**src/hdl/gate_pkg.sv**
```systemverilog
package gate_pkg;

  localparam int unsigned CLK_HZ        = 100_000_000;
  localparam int unsigned TICK_HZ       = 1_000;
  localparam int unsigned TICK_DIV      = CLK_HZ / TICK_HZ;
  localparam int unsigned PREWARN_MS    = 5_000;
  localparam int unsigned PREWARN_TICKS = PREWARN_MS * TICK_HZ / 1_000;
  localparam int unsigned BLINK_HALF_MS = 500;
  localparam int unsigned BLINK_TICKS   = BLINK_HALF_MS * TICK_HZ / 1_000;

  localparam int unsigned DIV_W = 32;
  localparam int unsigned CNT_W = 16;

  localparam logic [1:0] SYNC_ALL0 = 2'h0;
  localparam logic [1:0] SYNC_ALL1 = 2'h3;

  typedef enum logic [2:0] {
    ST_IDLE,
    ST_WARN_OPEN,
    ST_WARN_CLOSE,
    ST_OPENING,
    ST_CLOSING
  } motion_t;

  typedef struct packed {
    logic stopActive;
    logic openCmd;
    logic closeCmd;
    logic openLimit;
    logic closedLimit;
    logic safetyBar;
  } gate_in_t;

  typedef struct packed {
    logic openContactor;
    logic closeContactor;
    logic warnLamp;
    logic remoteGateOpenStatus;
    logic remoteGateClosedStatus;
  } gate_out_t;

endpackage

```
**src/hdl/industrial_gate_controller.sv**
```systemverilog
// Function
// - start only if not moving opposite way
// - stop input or direction limit ends travel
// - travel interruptible at any moment
// - safety bar withholds closing contactor
// - enhanced: safety bar while closing reopens
// - lamp blinks 5 s before and during travel
// - central variant: travel runs to end unless bar hit while closing
// - central: pull-cord and local switches equal
// - remote requests act like local requests
// - report fully open and fully closed
// - stop, limits, bar normally closed contacts
`timescale 1ns/1ns
`default_nettype none

module industrial_gate_controller
#(
  parameter int unsigned TICK_DIV_P   = gate_pkg::TICK_DIV,
  parameter int unsigned PREWARN_P    = gate_pkg::PREWARN_TICKS,
  parameter int unsigned BLINK_P      = gate_pkg::BLINK_TICKS,
  parameter bit          ENHANCED     = 1'b1,
  parameter bit          CENTRAL      = 1'b0
)
(
  input  wire logic                clk,
  input  wire logic                rst,
  // raw pins, contact sense as wired
  input  wire logic                stopContactNc,
  input  wire logic                openCmdNo,
  input  wire logic                closeCmdNo,
  input  wire logic                pullcordOpenNo,
  input  wire logic                pullcordCloseNo,
  input  wire logic                openLimitNc,
  input  wire logic                closedLimitNc,
  input  wire logic                safetyBarNc,
  input  wire logic                remoteOpenRequest,
  input  wire logic                remoteCloseRequest,
  output gate_pkg::gate_out_t      gateOut
);
  import gate_pkg::*;

  // bit positions of the pins in the synchroniser chain, first pin on top
  localparam int unsigned NPIN           = 10;
  localparam int unsigned PIN_STOP       = 9;
  localparam int unsigned PIN_OPEN       = 8;
  localparam int unsigned PIN_CLOSE      = 7;
  localparam int unsigned PIN_CORD_OPEN  = 6;
  localparam int unsigned PIN_CORD_CLOSE = 5;
  localparam int unsigned PIN_OPEN_LIM   = 4;
  localparam int unsigned PIN_SHUT_LIM   = 3;
  localparam int unsigned PIN_BAR        = 2;
  localparam int unsigned PIN_REM_OPEN   = 1;
  localparam int unsigned PIN_REM_CLOSE  = 0;

  // whole state in one word: synchroniser stages, settled levels,
  // time base, counters, motion state and the registered outputs,
  // so that reset clears all of it in one place
  typedef struct packed {
    logic [NPIN-1:0] s1;
    logic [NPIN-1:0] s2;
    logic [NPIN-1:0] s3;
    logic [NPIN-1:0] level;
    logic [DIV_W-1:0] div;
    logic             tick;
    logic [CNT_W-1:0] warnCnt;
    logic [CNT_W-1:0] blinkCnt;
    logic             blink;
    motion_t          motion;
    gate_out_t        out;
  } state_t;

  state_t cur;
  state_t nxt;

  function automatic logic [CNT_W-1:0] asCnt(input int unsigned v);
    asCnt = v[CNT_W-1:0];
  endfunction

  // a pin level moves only when the last two stages agree, so a single
  // unsettled sample in stage one never reaches the state machine
  function automatic logic settle(input logic s2, input logic s3, input logic old);
    if ({s2, s3} == SYNC_ALL1)
    begin
      settle = 1'b1;
    end
    else if ({s2, s3} == SYNC_ALL0)
    begin
      settle = 1'b0;
    end
    else
    begin
      settle = old;
    end
  endfunction

  // true in either pre-warning state
  function automatic logic inWarning(input motion_t m);
    inWarning = (m == ST_WARN_OPEN) || (m == ST_WARN_CLOSE);
  endfunction

  // true while a contactor may be requested
  function automatic logic inTravel(input motion_t m);
    inTravel = (m == ST_OPENING) || (m == ST_CLOSING);
  endfunction

  gate_in_t in;
  logic     openReq;
  logic     closeReq;
  logic     moving;
  logic     warning;

  always_comb
  begin
    // pin order packs ten inputs for the synchroniser chain
    logic [NPIN-1:0] pins;
    pins = {stopContactNc, openCmdNo, closeCmdNo, pullcordOpenNo, pullcordCloseNo,
            openLimitNc, closedLimitNc, safetyBarNc, remoteOpenRequest, remoteCloseRequest};
    nxt = cur;
    nxt.s1 = pins;
    nxt.s2 = cur.s1;
    nxt.s3 = cur.s2;
    // a level changes only once stages two and three agree
    for (int i = 0; i < NPIN; i++)
    begin
      nxt.level[i] = settle(cur.s2[i], cur.s3[i], cur.level[i]);
    end

    // one shared tick keeps every delay in whole ticks; the phase of the
    // first tick may shorten a delay by up to one tick
    // prescaled time tick
    if (cur.div >= TICK_DIV_P[DIV_W-1:0] - 1'b1)
    begin
      nxt.div  = '0;
      nxt.tick = 1'b1;
    end
    else
    begin
      nxt.div  = cur.div + 1'b1;
      nxt.tick = 1'b0;
    end

    // normally closed contacts read active when open
    // a broken wire then reads as stop, limit or bar, the safe side
    in.stopActive  = ~cur.level[PIN_STOP];
    in.openLimit   = ~cur.level[PIN_OPEN_LIM];
    in.closedLimit = ~cur.level[PIN_SHUT_LIM];
    in.safetyBar   = ~cur.level[PIN_BAR];
    // normally open commands read active when closed
    // pull-cord and local switches merged only in the central variant
    in.openCmd  = cur.level[PIN_OPEN] | (CENTRAL & cur.level[PIN_CORD_OPEN])
                | cur.level[PIN_REM_OPEN];
    in.closeCmd = cur.level[PIN_CLOSE] | (CENTRAL & cur.level[PIN_CORD_CLOSE])
                | cur.level[PIN_REM_CLOSE];
    openReq  = in.openCmd & ~in.openLimit;
    closeReq = in.closeCmd & ~in.closedLimit & ~in.safetyBar;

    // central variant ignores the stop input
    // interruption allowed in every moving state
    case (cur.motion)
      ST_IDLE:
      begin
        if (!in.stopActive || CENTRAL)
        begin
          // open wins when both directions are asked at once
          if (openReq)
          begin
            nxt.motion = ST_WARN_OPEN;
          end
          else if (closeReq)
          begin
            nxt.motion = ST_WARN_CLOSE;
          end
        end
      end
      ST_WARN_OPEN:
      begin
        if (in.stopActive && !CENTRAL)
        begin
          nxt.motion = ST_IDLE;
        end
        else if (in.openLimit)
        begin
          nxt.motion = ST_IDLE;
        end
        else if (cur.warnCnt >= asCnt(PREWARN_P))
        begin
          nxt.motion = ST_OPENING;
        end
      end
      ST_WARN_CLOSE:
      begin
        if (in.stopActive && !CENTRAL)
        begin
          nxt.motion = ST_IDLE;
        end
        else if (in.closedLimit)
        begin
          nxt.motion = ST_IDLE;
        end
        else if (in.safetyBar)
        begin
          nxt.motion = ENHANCED ? ST_WARN_OPEN : ST_IDLE;
        end
        else if (cur.warnCnt >= asCnt(PREWARN_P))
        begin
          nxt.motion = ST_CLOSING;
        end
      end
      ST_OPENING:
      begin
        if ((in.stopActive && !CENTRAL) || in.openLimit)
        begin
          nxt.motion = ST_IDLE;
        end
      end
      ST_CLOSING:
      begin
        // bar while closing reverses with a fresh warning
        if (in.safetyBar)
        begin
          nxt.motion = ENHANCED ? ST_WARN_OPEN : ST_IDLE;
        end
        else if ((in.stopActive && !CENTRAL) || in.closedLimit)
        begin
          nxt.motion = ST_IDLE;
        end
      end
      default:
      begin
        nxt.motion = ST_IDLE;
      end
    endcase

    warning = inWarning(nxt.motion);
    moving  = inTravel(nxt.motion);

    // warning count restarts on every entry into a warning state
    if (nxt.motion != cur.motion)
    begin
      nxt.warnCnt = '0;
    end
    else if (warning && cur.tick && cur.warnCnt < asCnt(PREWARN_P))
    begin
      nxt.warnCnt = cur.warnCnt + 1'b1;
    end

    // lamp flashes through warning and travel
    if (!(warning || moving))
    begin
      nxt.blinkCnt = '0;
      nxt.blink    = 1'b0;
    end
    else if (cur.tick)
    begin
      if (cur.blinkCnt >= asCnt(BLINK_P) - 1'b1)
      begin
        nxt.blinkCnt = '0;
        nxt.blink    = ~cur.blink;
      end
      else
      begin
        nxt.blinkCnt = cur.blinkCnt + 1'b1;
      end
    end
    // lamp lights at once on leaving idle, so the first flash is never late
    if ((warning || moving) && (cur.motion == ST_IDLE))
    begin
      nxt.blink = 1'b1;
    end

    // outputs follow the next state, so they change on the state's own edge
    // only one contactor from a single state
    nxt.out.openContactor  = (nxt.motion == ST_OPENING);
    nxt.out.closeContactor = (nxt.motion == ST_CLOSING) && !in.safetyBar;
    nxt.out.warnLamp       = nxt.blink;
    // end positions reported to the remote master
    nxt.out.remoteGateOpenStatus   = in.openLimit;
    nxt.out.remoteGateClosedStatus = in.closedLimit;

    // reset also empties the synchroniser, so pins are re-learned afterwards
    if (rst)
    begin
      nxt = '0;
      nxt.motion = ST_IDLE;
    end
  end

  // one register stage holds the whole state
  always_ff @(posedge clk)
  begin
    cur <= nxt;
  end

  assign gateOut = cur.out;

endmodule

`default_nettype wire

```
**config.mk**
```make
export PLATFORM = sky130hd
export DESIGN_NAME = industrial_gate_controller
export DESIGN_NICKNAME = d
export VERILOG_FILES = /design/src/hdl/gate_pkg.sv /design/src/hdl/industrial_gate_controller.sv
export SDC_FILE = /design/constraint.sdc
export NUM_CORES = 1
export LEC_CHECK = 0
export BUFFER_PORTS_ARGS = -buffer_cell sky130_fd_sc_hd__buf_2
export CAP_MARGIN = 15
export CORE_MARGIN = 5
export CORE_UTILIZATION = 39
export DETAILED_ROUTE_END_ITERATION = 6
export SLEW_MARGIN = 15
export SYNTH_ARGS = -nofsm -noshare
export SYNTH_HDL_FRONTEND = slang
export SYNTH_SLANG_ARGS = --single-unit
```
**constraint.sdc**
```tcl
create_clock -name clk -period 4.2 [get_ports clk]
set_clock_uncertainty 0.05 [all_clocks]
set_input_delay 0.63 -clock clk [delete_from_list [all_inputs] [get_ports clk]]
set_output_delay 0.63 -clock clk [all_outputs]
set_load 0.005 [all_outputs]
```
==> results of run 1 <==
-- sequential cells by signal, summed over array words and instances, names as in the netlist --
register / count
gateOut: 5
cur: 100
-- cells in the mapped netlist (8+ instances only) --
cell / instances / area share, %
nor3_1: 23 / 2.7
buf_4: 9 / 1.6
nand2_1: 27 / 2.4
nor2b_1: 28 / 4.1
nand4_1: 18 / 2.6
o21ai_0: 8 / 0.93
dfxtp_1: 105 / 49
xor2_1: 22 / 4.5
mux2i_1: 13 / 3.0
ha_1: 12 / 3.5
and3_1: 12 / 1.8
nor2_1: 42 / 3.7
nand3_1: 15 / 1.8
xnor2_1: 9 / 1.8
and2_1: 8 / 1.2
-- final timing paths --
check	cells after the start	endpoint	start	slack [ps]
setup / recovery	6	cur[28]	cur[7]	1720
hold / removal	1	cur[101]	cur[111]	390
setup reg to reg	6	cur[28]	cur[7]	1720
hold reg to reg	1	cur[101]	cur[111]	390
-- metal layers --
| metal | track usage, % | wire, um | up-vias |
|---|---|---|---|
| met5 | 0 | 0 | - |
| met4 | 5.399 | 121 | 0 |
| met3 | 3.895 | 312 | 9 |
| met1 | 14.85 | 3408 | 1359 |
| met2 | 19.91 | 3384 | 39 |
| li1 | - | - | 1560 |
-- cells by family after synthesis --
family	synth area share, %
DFF	49.01
AOI/OAI and AO/OA	9.394
buffers and inverters	2.917
adders and majority gates	3.500
other	0.08743
xor gates and xnor gates	6.710
muxes	3.034
and+or+nand+nor	25.35
-- area by class of cell --
| class | count | share of cell area [%] |
|---|---|---|
| multi-input combinational | 321 | 45.42 |
| tap | 140 | 3.762 |
| sequential | 105 | 45.15 |
| clock buffer | 10 | 2.956 |
| clock inverter | 5 | 0.8869 |
| inverter | 2 | 0.1612 |
| timing repair buffer | 15 | 1.666 |
-- through the flow --
step	utilization, %	cells
6_report	43.14	598
3_5_place_dp	41.48	583
5_1_grt	43.14	598
4_1_cts	43.14	598
3_3_place_gp	41.48	583
2_1_floorplan	-	448
-- power by group through the flow --
stage	Combinational (mW)	Sequential, mW	Clock (mW)
finish	0.0380	1.02	0.562
global route	0.0444	1.02	0.636
CTS	0.0390	1.02	0.591
detailed placement	0.0387	1.04	0
global placement	0.0378	1.04	0
floorplan	0.0299	1.04	0
==> results.md, run 1 <==
* Status: finished clean
* Die Ht at 114.9 um
* Layout overhead on the synthesized area at 8.547%
* Distinct cells, synth at 57
* Slew headroom at 44.24%
* Longest Clk Path Bufs at 2
* Max Slew Vio Count at 0
* Die width at 114.9 um
* Core Area at 10,790 um2
* Grt ovf at 0
* # hold bufs at CTS at 0
* Required @ worst endpoint at 4450 ps
* Share of post-route cells with drive strength above 1 at 9.607%
* DR vias/cell at 4.962
* Gr usage total at 12.24%
* Post-Synthesis Cell Area at 4289 um2
* Footprint of the multi-input gates at 2115 um2
* Slowest CP cell: or4_1
* Max Freq at 403.9 MHz
* Initial antenna violation count at 0
* Post-DP HPWL at 5044 um
* Setup violators final at 0
* Worst IR Drop VDD at 0.0002172 V
* Leak at 1.773 nW
* CTS resizes at 0
* Sink Count at 105
* Reg area at 2102 um2
* Total Power at 1.620 mW
* Clock period minus worst slack at 2476 ps
* Antenna-violating nets left at 0
* DP Area at 4477 um2
* Critical path peak fanout at 12
* CTS Buf Count at 9
* Total setup buffers inserted after CTS at 0
* Clk_lat worst skew at 370 ps
* Cells after synthesis at 434
* RSZ-0062 raised after global routing: false
* Commonest non-fill, non-tap cell in the layout: dfxtp_1
* # diodes at 0
* Psw at 0.3583 mW
* Clock power share at 34.7%
* Combinational share of power at 2.3%
* Commonest non-fill, non-tap cells in the layout: dfxtp_1 (105), nor2_1 (42), nor2b_1 (28), nand2_1 (27), nor3_1 (23)
* Crit Path Class: flip-flop to flip-flop
* Ys Warns at 0
* Hold_ws at 389.1 ps
* Via count at 2,967
* Final #Nets at 478
* Setup WS pre-CTS at 1766 ps
* # DRC at 0
* Post-synth EDFFs at 0
* Synth Register Bits at 105
* Final Hold Vio Count at 0
* Fillers at 1,040
* Vias in the first global route at 2,919
* Sequential Power Share at 63.0%
* Die area at 13,200 um2
* First-pass GRT wire length at 13,070 um
* PD cells at 348.0 nW/um2
* CP Cell Sequence: and2b_1 -> a41oi_1 -> and2_2 -> xor2_2 -> or4_1 -> a21oi_1
* Setup TNS at 0 ps
* Routed Wire Length at 7227 um
* H-tree depth at 3
* Clk slew on worst S/H paths at 90 ps
* Worst hold path type: flip-flop to flip-flop
* DR pass1 iterations at 4
* Fin crit share at 58.95%
* Syn Area/Cell at 9.883 um2
* Routability cong. at 0.7950
* Post-Layout Inst Area at 4656 um2
* Worst setup margin at 1724 ps
* Largest net degree at the start of global routing at 59
* Share of the yosys chip area belonging to registers at 49.01%
* Crit path max-delay family: simple AND/OR/NAND/NOR gates
* Switch share at 22.12%
* Async set-reset flop share out of synthesis at 0%
* Rows at 38
* Worst Path Buf+Inv at 0
* Clock Root Buffer: clkbuf_8
* Worst Max-Slew Pin Slew at 836.5 ps
* Initial Util at 39.74%
* CP peak stage delay at 480 ps
* Critical Path Start Type: flip-flop
* Critical Path End Type: flip-flop
* DR iter-0 viols at 151
* IO Port Bufs at 14
* Ports at 17
* Synth Flop Type: dfxtp_1
* Wire per inst at 12.09 um
* Int Pwr at 1.262 mW
* WP data arrival at 2720 ps
* CTS tree: yes
* Max_cap viols at 0
Power figures use the tool's default switching activity.
==> run 2, diff against run 1 <==
Clock period 4.2 ns to 2.1 ns, I/O delays scaled along.
==> results.md, run 2 (synthesized netlist as in run 1, its figures left out) <==
* Status: finished with violations
* Failing checks: setup timing
* Final #Nets at 519 (+8.6%)
* DR iter-0 viols at 210 (+39%)
* CTS tree: yes
* Crit Path Class: flip-flop to flip-flop
* Post-DP HPWL at 5292 um (+4.9%)
* Fin crit share at 101.5% (+43 points)
* IO Port Bufs at 14 (unchanged)
* Worst setup margin at -32.32 ps (-1756 ps)
* Core Area at 10,790 um2 (unchanged)
* Ports at 17 (unchanged)
* Max Freq at 469.0 MHz (+16%)
* Clock period minus worst slack at 2132 ps (-343.6 ps)
* Die area at 13,200 um2 (unchanged)
* Combinational share of power at 2.7% (+0.4 points)
* WP data arrival at 2340 ps (-380 ps)
* Max Slew Vio Count at 0 (unchanged)
* Post-Layout Inst Area at 5086 um2 (+9.2%)
* Via count at 3,135 (+5.7%)
* Sink Count at 105 (unchanged)
* Final Hold Vio Count at 0 (unchanged)
* Clk_lat worst skew at 370 ps (about the same)
* Clock power share at 35.6% (+0.9 points)
* Clock Root Buffer: clkbuf_8
* Leak at 1.998 nW (+13%)
* Setup WS pre-CTS at -107.6 ps (-1874 ps)
* Worst IR Drop VDD at 0.0004467 V (+110%)
* Initial antenna violation count at 0 (unchanged)
* First-pass GRT wire length at 13,560 um (+3.7%)
* Rows at 38 (unchanged)
* CP peak stage delay at 510 ps (+30 ps)
* Max reg flops at 100 (unchanged)
* Gr usage total at 12.60% (+0.36 points)
* Worst hold path type: input pin to flip-flop
* Routability cong. at 0.8445 (+6.2%)
* DR vias/cell at 4.898 (-1.3%)
* Largest net degree at the start of global routing at 57 (-3.4%)
* Die Ht at 114.9 um (unchanged)
* Layout overhead on the synthesized area at 18.58%
* Final cell count without fillers at 640 (+7.0%)
* Setup TNS at -45.38 ps (-45.38 ps)
* CP Cell Sequence: o211a_1 -> or4b_4 -> buf_4 -> o211ai_4 -> a311oi_4 -> buf_6 -> and4_1 -> or2_1
* DR pass1 iterations at 4 (unchanged)
* Psw at 0.7591 mW (+110%)
* Critical path peak fanout at 5 (-7)
* DP Area at 4702 um2 (+5.0%)
* Most flop-heavy register: cur
* RSZ-0062 raised after global routing: true
* Slew headroom at 63.34% (+19 points)
* Max_cap viols at 0 (unchanged)
* Slowest CP cell: or4b_4
* # diodes at 0 (unchanged)
* PD cells at 649.7 nW/um2 (+87%)
* Grt ovf at 0 (unchanged)
* Antenna-violating nets left at 0 (unchanged)
* CTS Buf Count at 9 (unchanged)
* Commonest non-fill, non-tap cell in the layout: dfxtp_1
* Critical Path Start Type: flip-flop
* Required @ worst endpoint at 2310 ps (-2140 ps)
* Share of post-route cells with drive strength above 1 at 20.80% (+11 points)
* Switch share at 22.97% (+0.85 points)
* Setup violators final at 2 (+2)
* Routed Wire Length at 7915 um (+9.5%)
* # hold bufs at CTS at 0 (unchanged)
* H-tree depth at 3 (unchanged)
* Longest Clk Path Bufs at 2 (unchanged)
* Final core utilization at 47.13% (+4.0 points)
* Wire per inst at 12.37 um (+2.3%)
* Critical Path End Type: flip-flop
* # DRC at 0 (unchanged)
* Initial Util at 39.74% (unchanged)
* Int Pwr at 2.545 mW (+100%)
* Die width at 114.9 um (unchanged)
* Post-Place Cells at 613 (+5.1%)
* Sequential Power Share at 61.6% (-1.4 points)
* Clk slew on worst S/H paths at 100 ps (about the same)
* Commonest non-fill, non-tap cells in the layout: dfxtp_1 (99), nor2_1 (39), buf_4 (38), nor2b_1 (28), nand2_1 (27)
* Worst Max-Slew Pin Slew at 550.0 ps (-286.5 ps)
* Vias in the first global route at 2,941 (+0.75%)
-- run 2: cell types whose count changed in the layout (fill, tap and decap cells not counted), sizes merged --
cell	change
a31o	+2
clkinv	+1
inv	+1
clkinvlp	-1
buf	+39
-- run 2: power groups by stage --
stage	clock network [mW]	logic [mW]	registers, mW
4_1_cts	1.23	0.0861	2.04
2_1_floorplan	0	0.0598	2.08
3_3_place_gp	0	0.0820	2.08
6_report	1.18	0.0908	2.04
5_1_grt	1.31	0.104	2.04
3_5_place_dp	0	0.0831	2.09
-- run 2: area by class of cell --
| type | count | area [um2] |
|---|---|---|
| multi-input cells | 323 | 2226 |
| clock buffers | 10 | 137.6 |
| inverters | 2 | 7.507 |
| clock inverters | 6 | 50.05 |
| fillers | 1013 | 5707 |
| repair buffers | 54 | 377.9 |
| well taps | 140 | 175.2 |
| flip-flops and latches | 105 | 2112 |
-- run 2: worst max-delay path, delay by kind of cell, from the launching register on --
family,cells,cell delay (ps)
and+or+nand+nor,3,890
AOI/OAI and AO/OA,3,450
DFF,1,320
buffers and inverters,2,320
-- run 2: final timing paths --
path	start	to	slack, ps	cells after the start
worst min-delay path	openLimitNc	cur[108]	100	2
worst max-delay path	cur[82]	cur[36]	-30	8
worst max register to register	cur[82]	cur[36]	-30	8
worst min register to register	cur[108]	cur[98]	390	1
-- run 2: stage by stage --
step	power, mW	hold WS (ps)
after floorplan	2.141	363.8
after global placement	2.166	371.5
after detailed placement	2.169	373.9
after CTS	3.355	82.50
after global routing	3.455	86.62
final	3.304	98.74
-- run 2: per-layer routing --
metal	up-vias	share of wire [%]	wire, um	track usage, %
li1	1637	-	-	-
met1	1448	47	3745	16.35
met2	43	47	3736	19.64
met3	7	4.1	325	4.526
met4	0	1.4	108	3.991
met5	-	0	0	0
-- run 2: repair_timing --
action | CTS | global route
resized for setup | 6 | 26
hold endpoints to repair | 0 | 0
buffers inserted | 2 | 6
endpoints found under the setup margin | 10 | 50
gates cloned | 0 | 3
pin swaps | 3 | 10
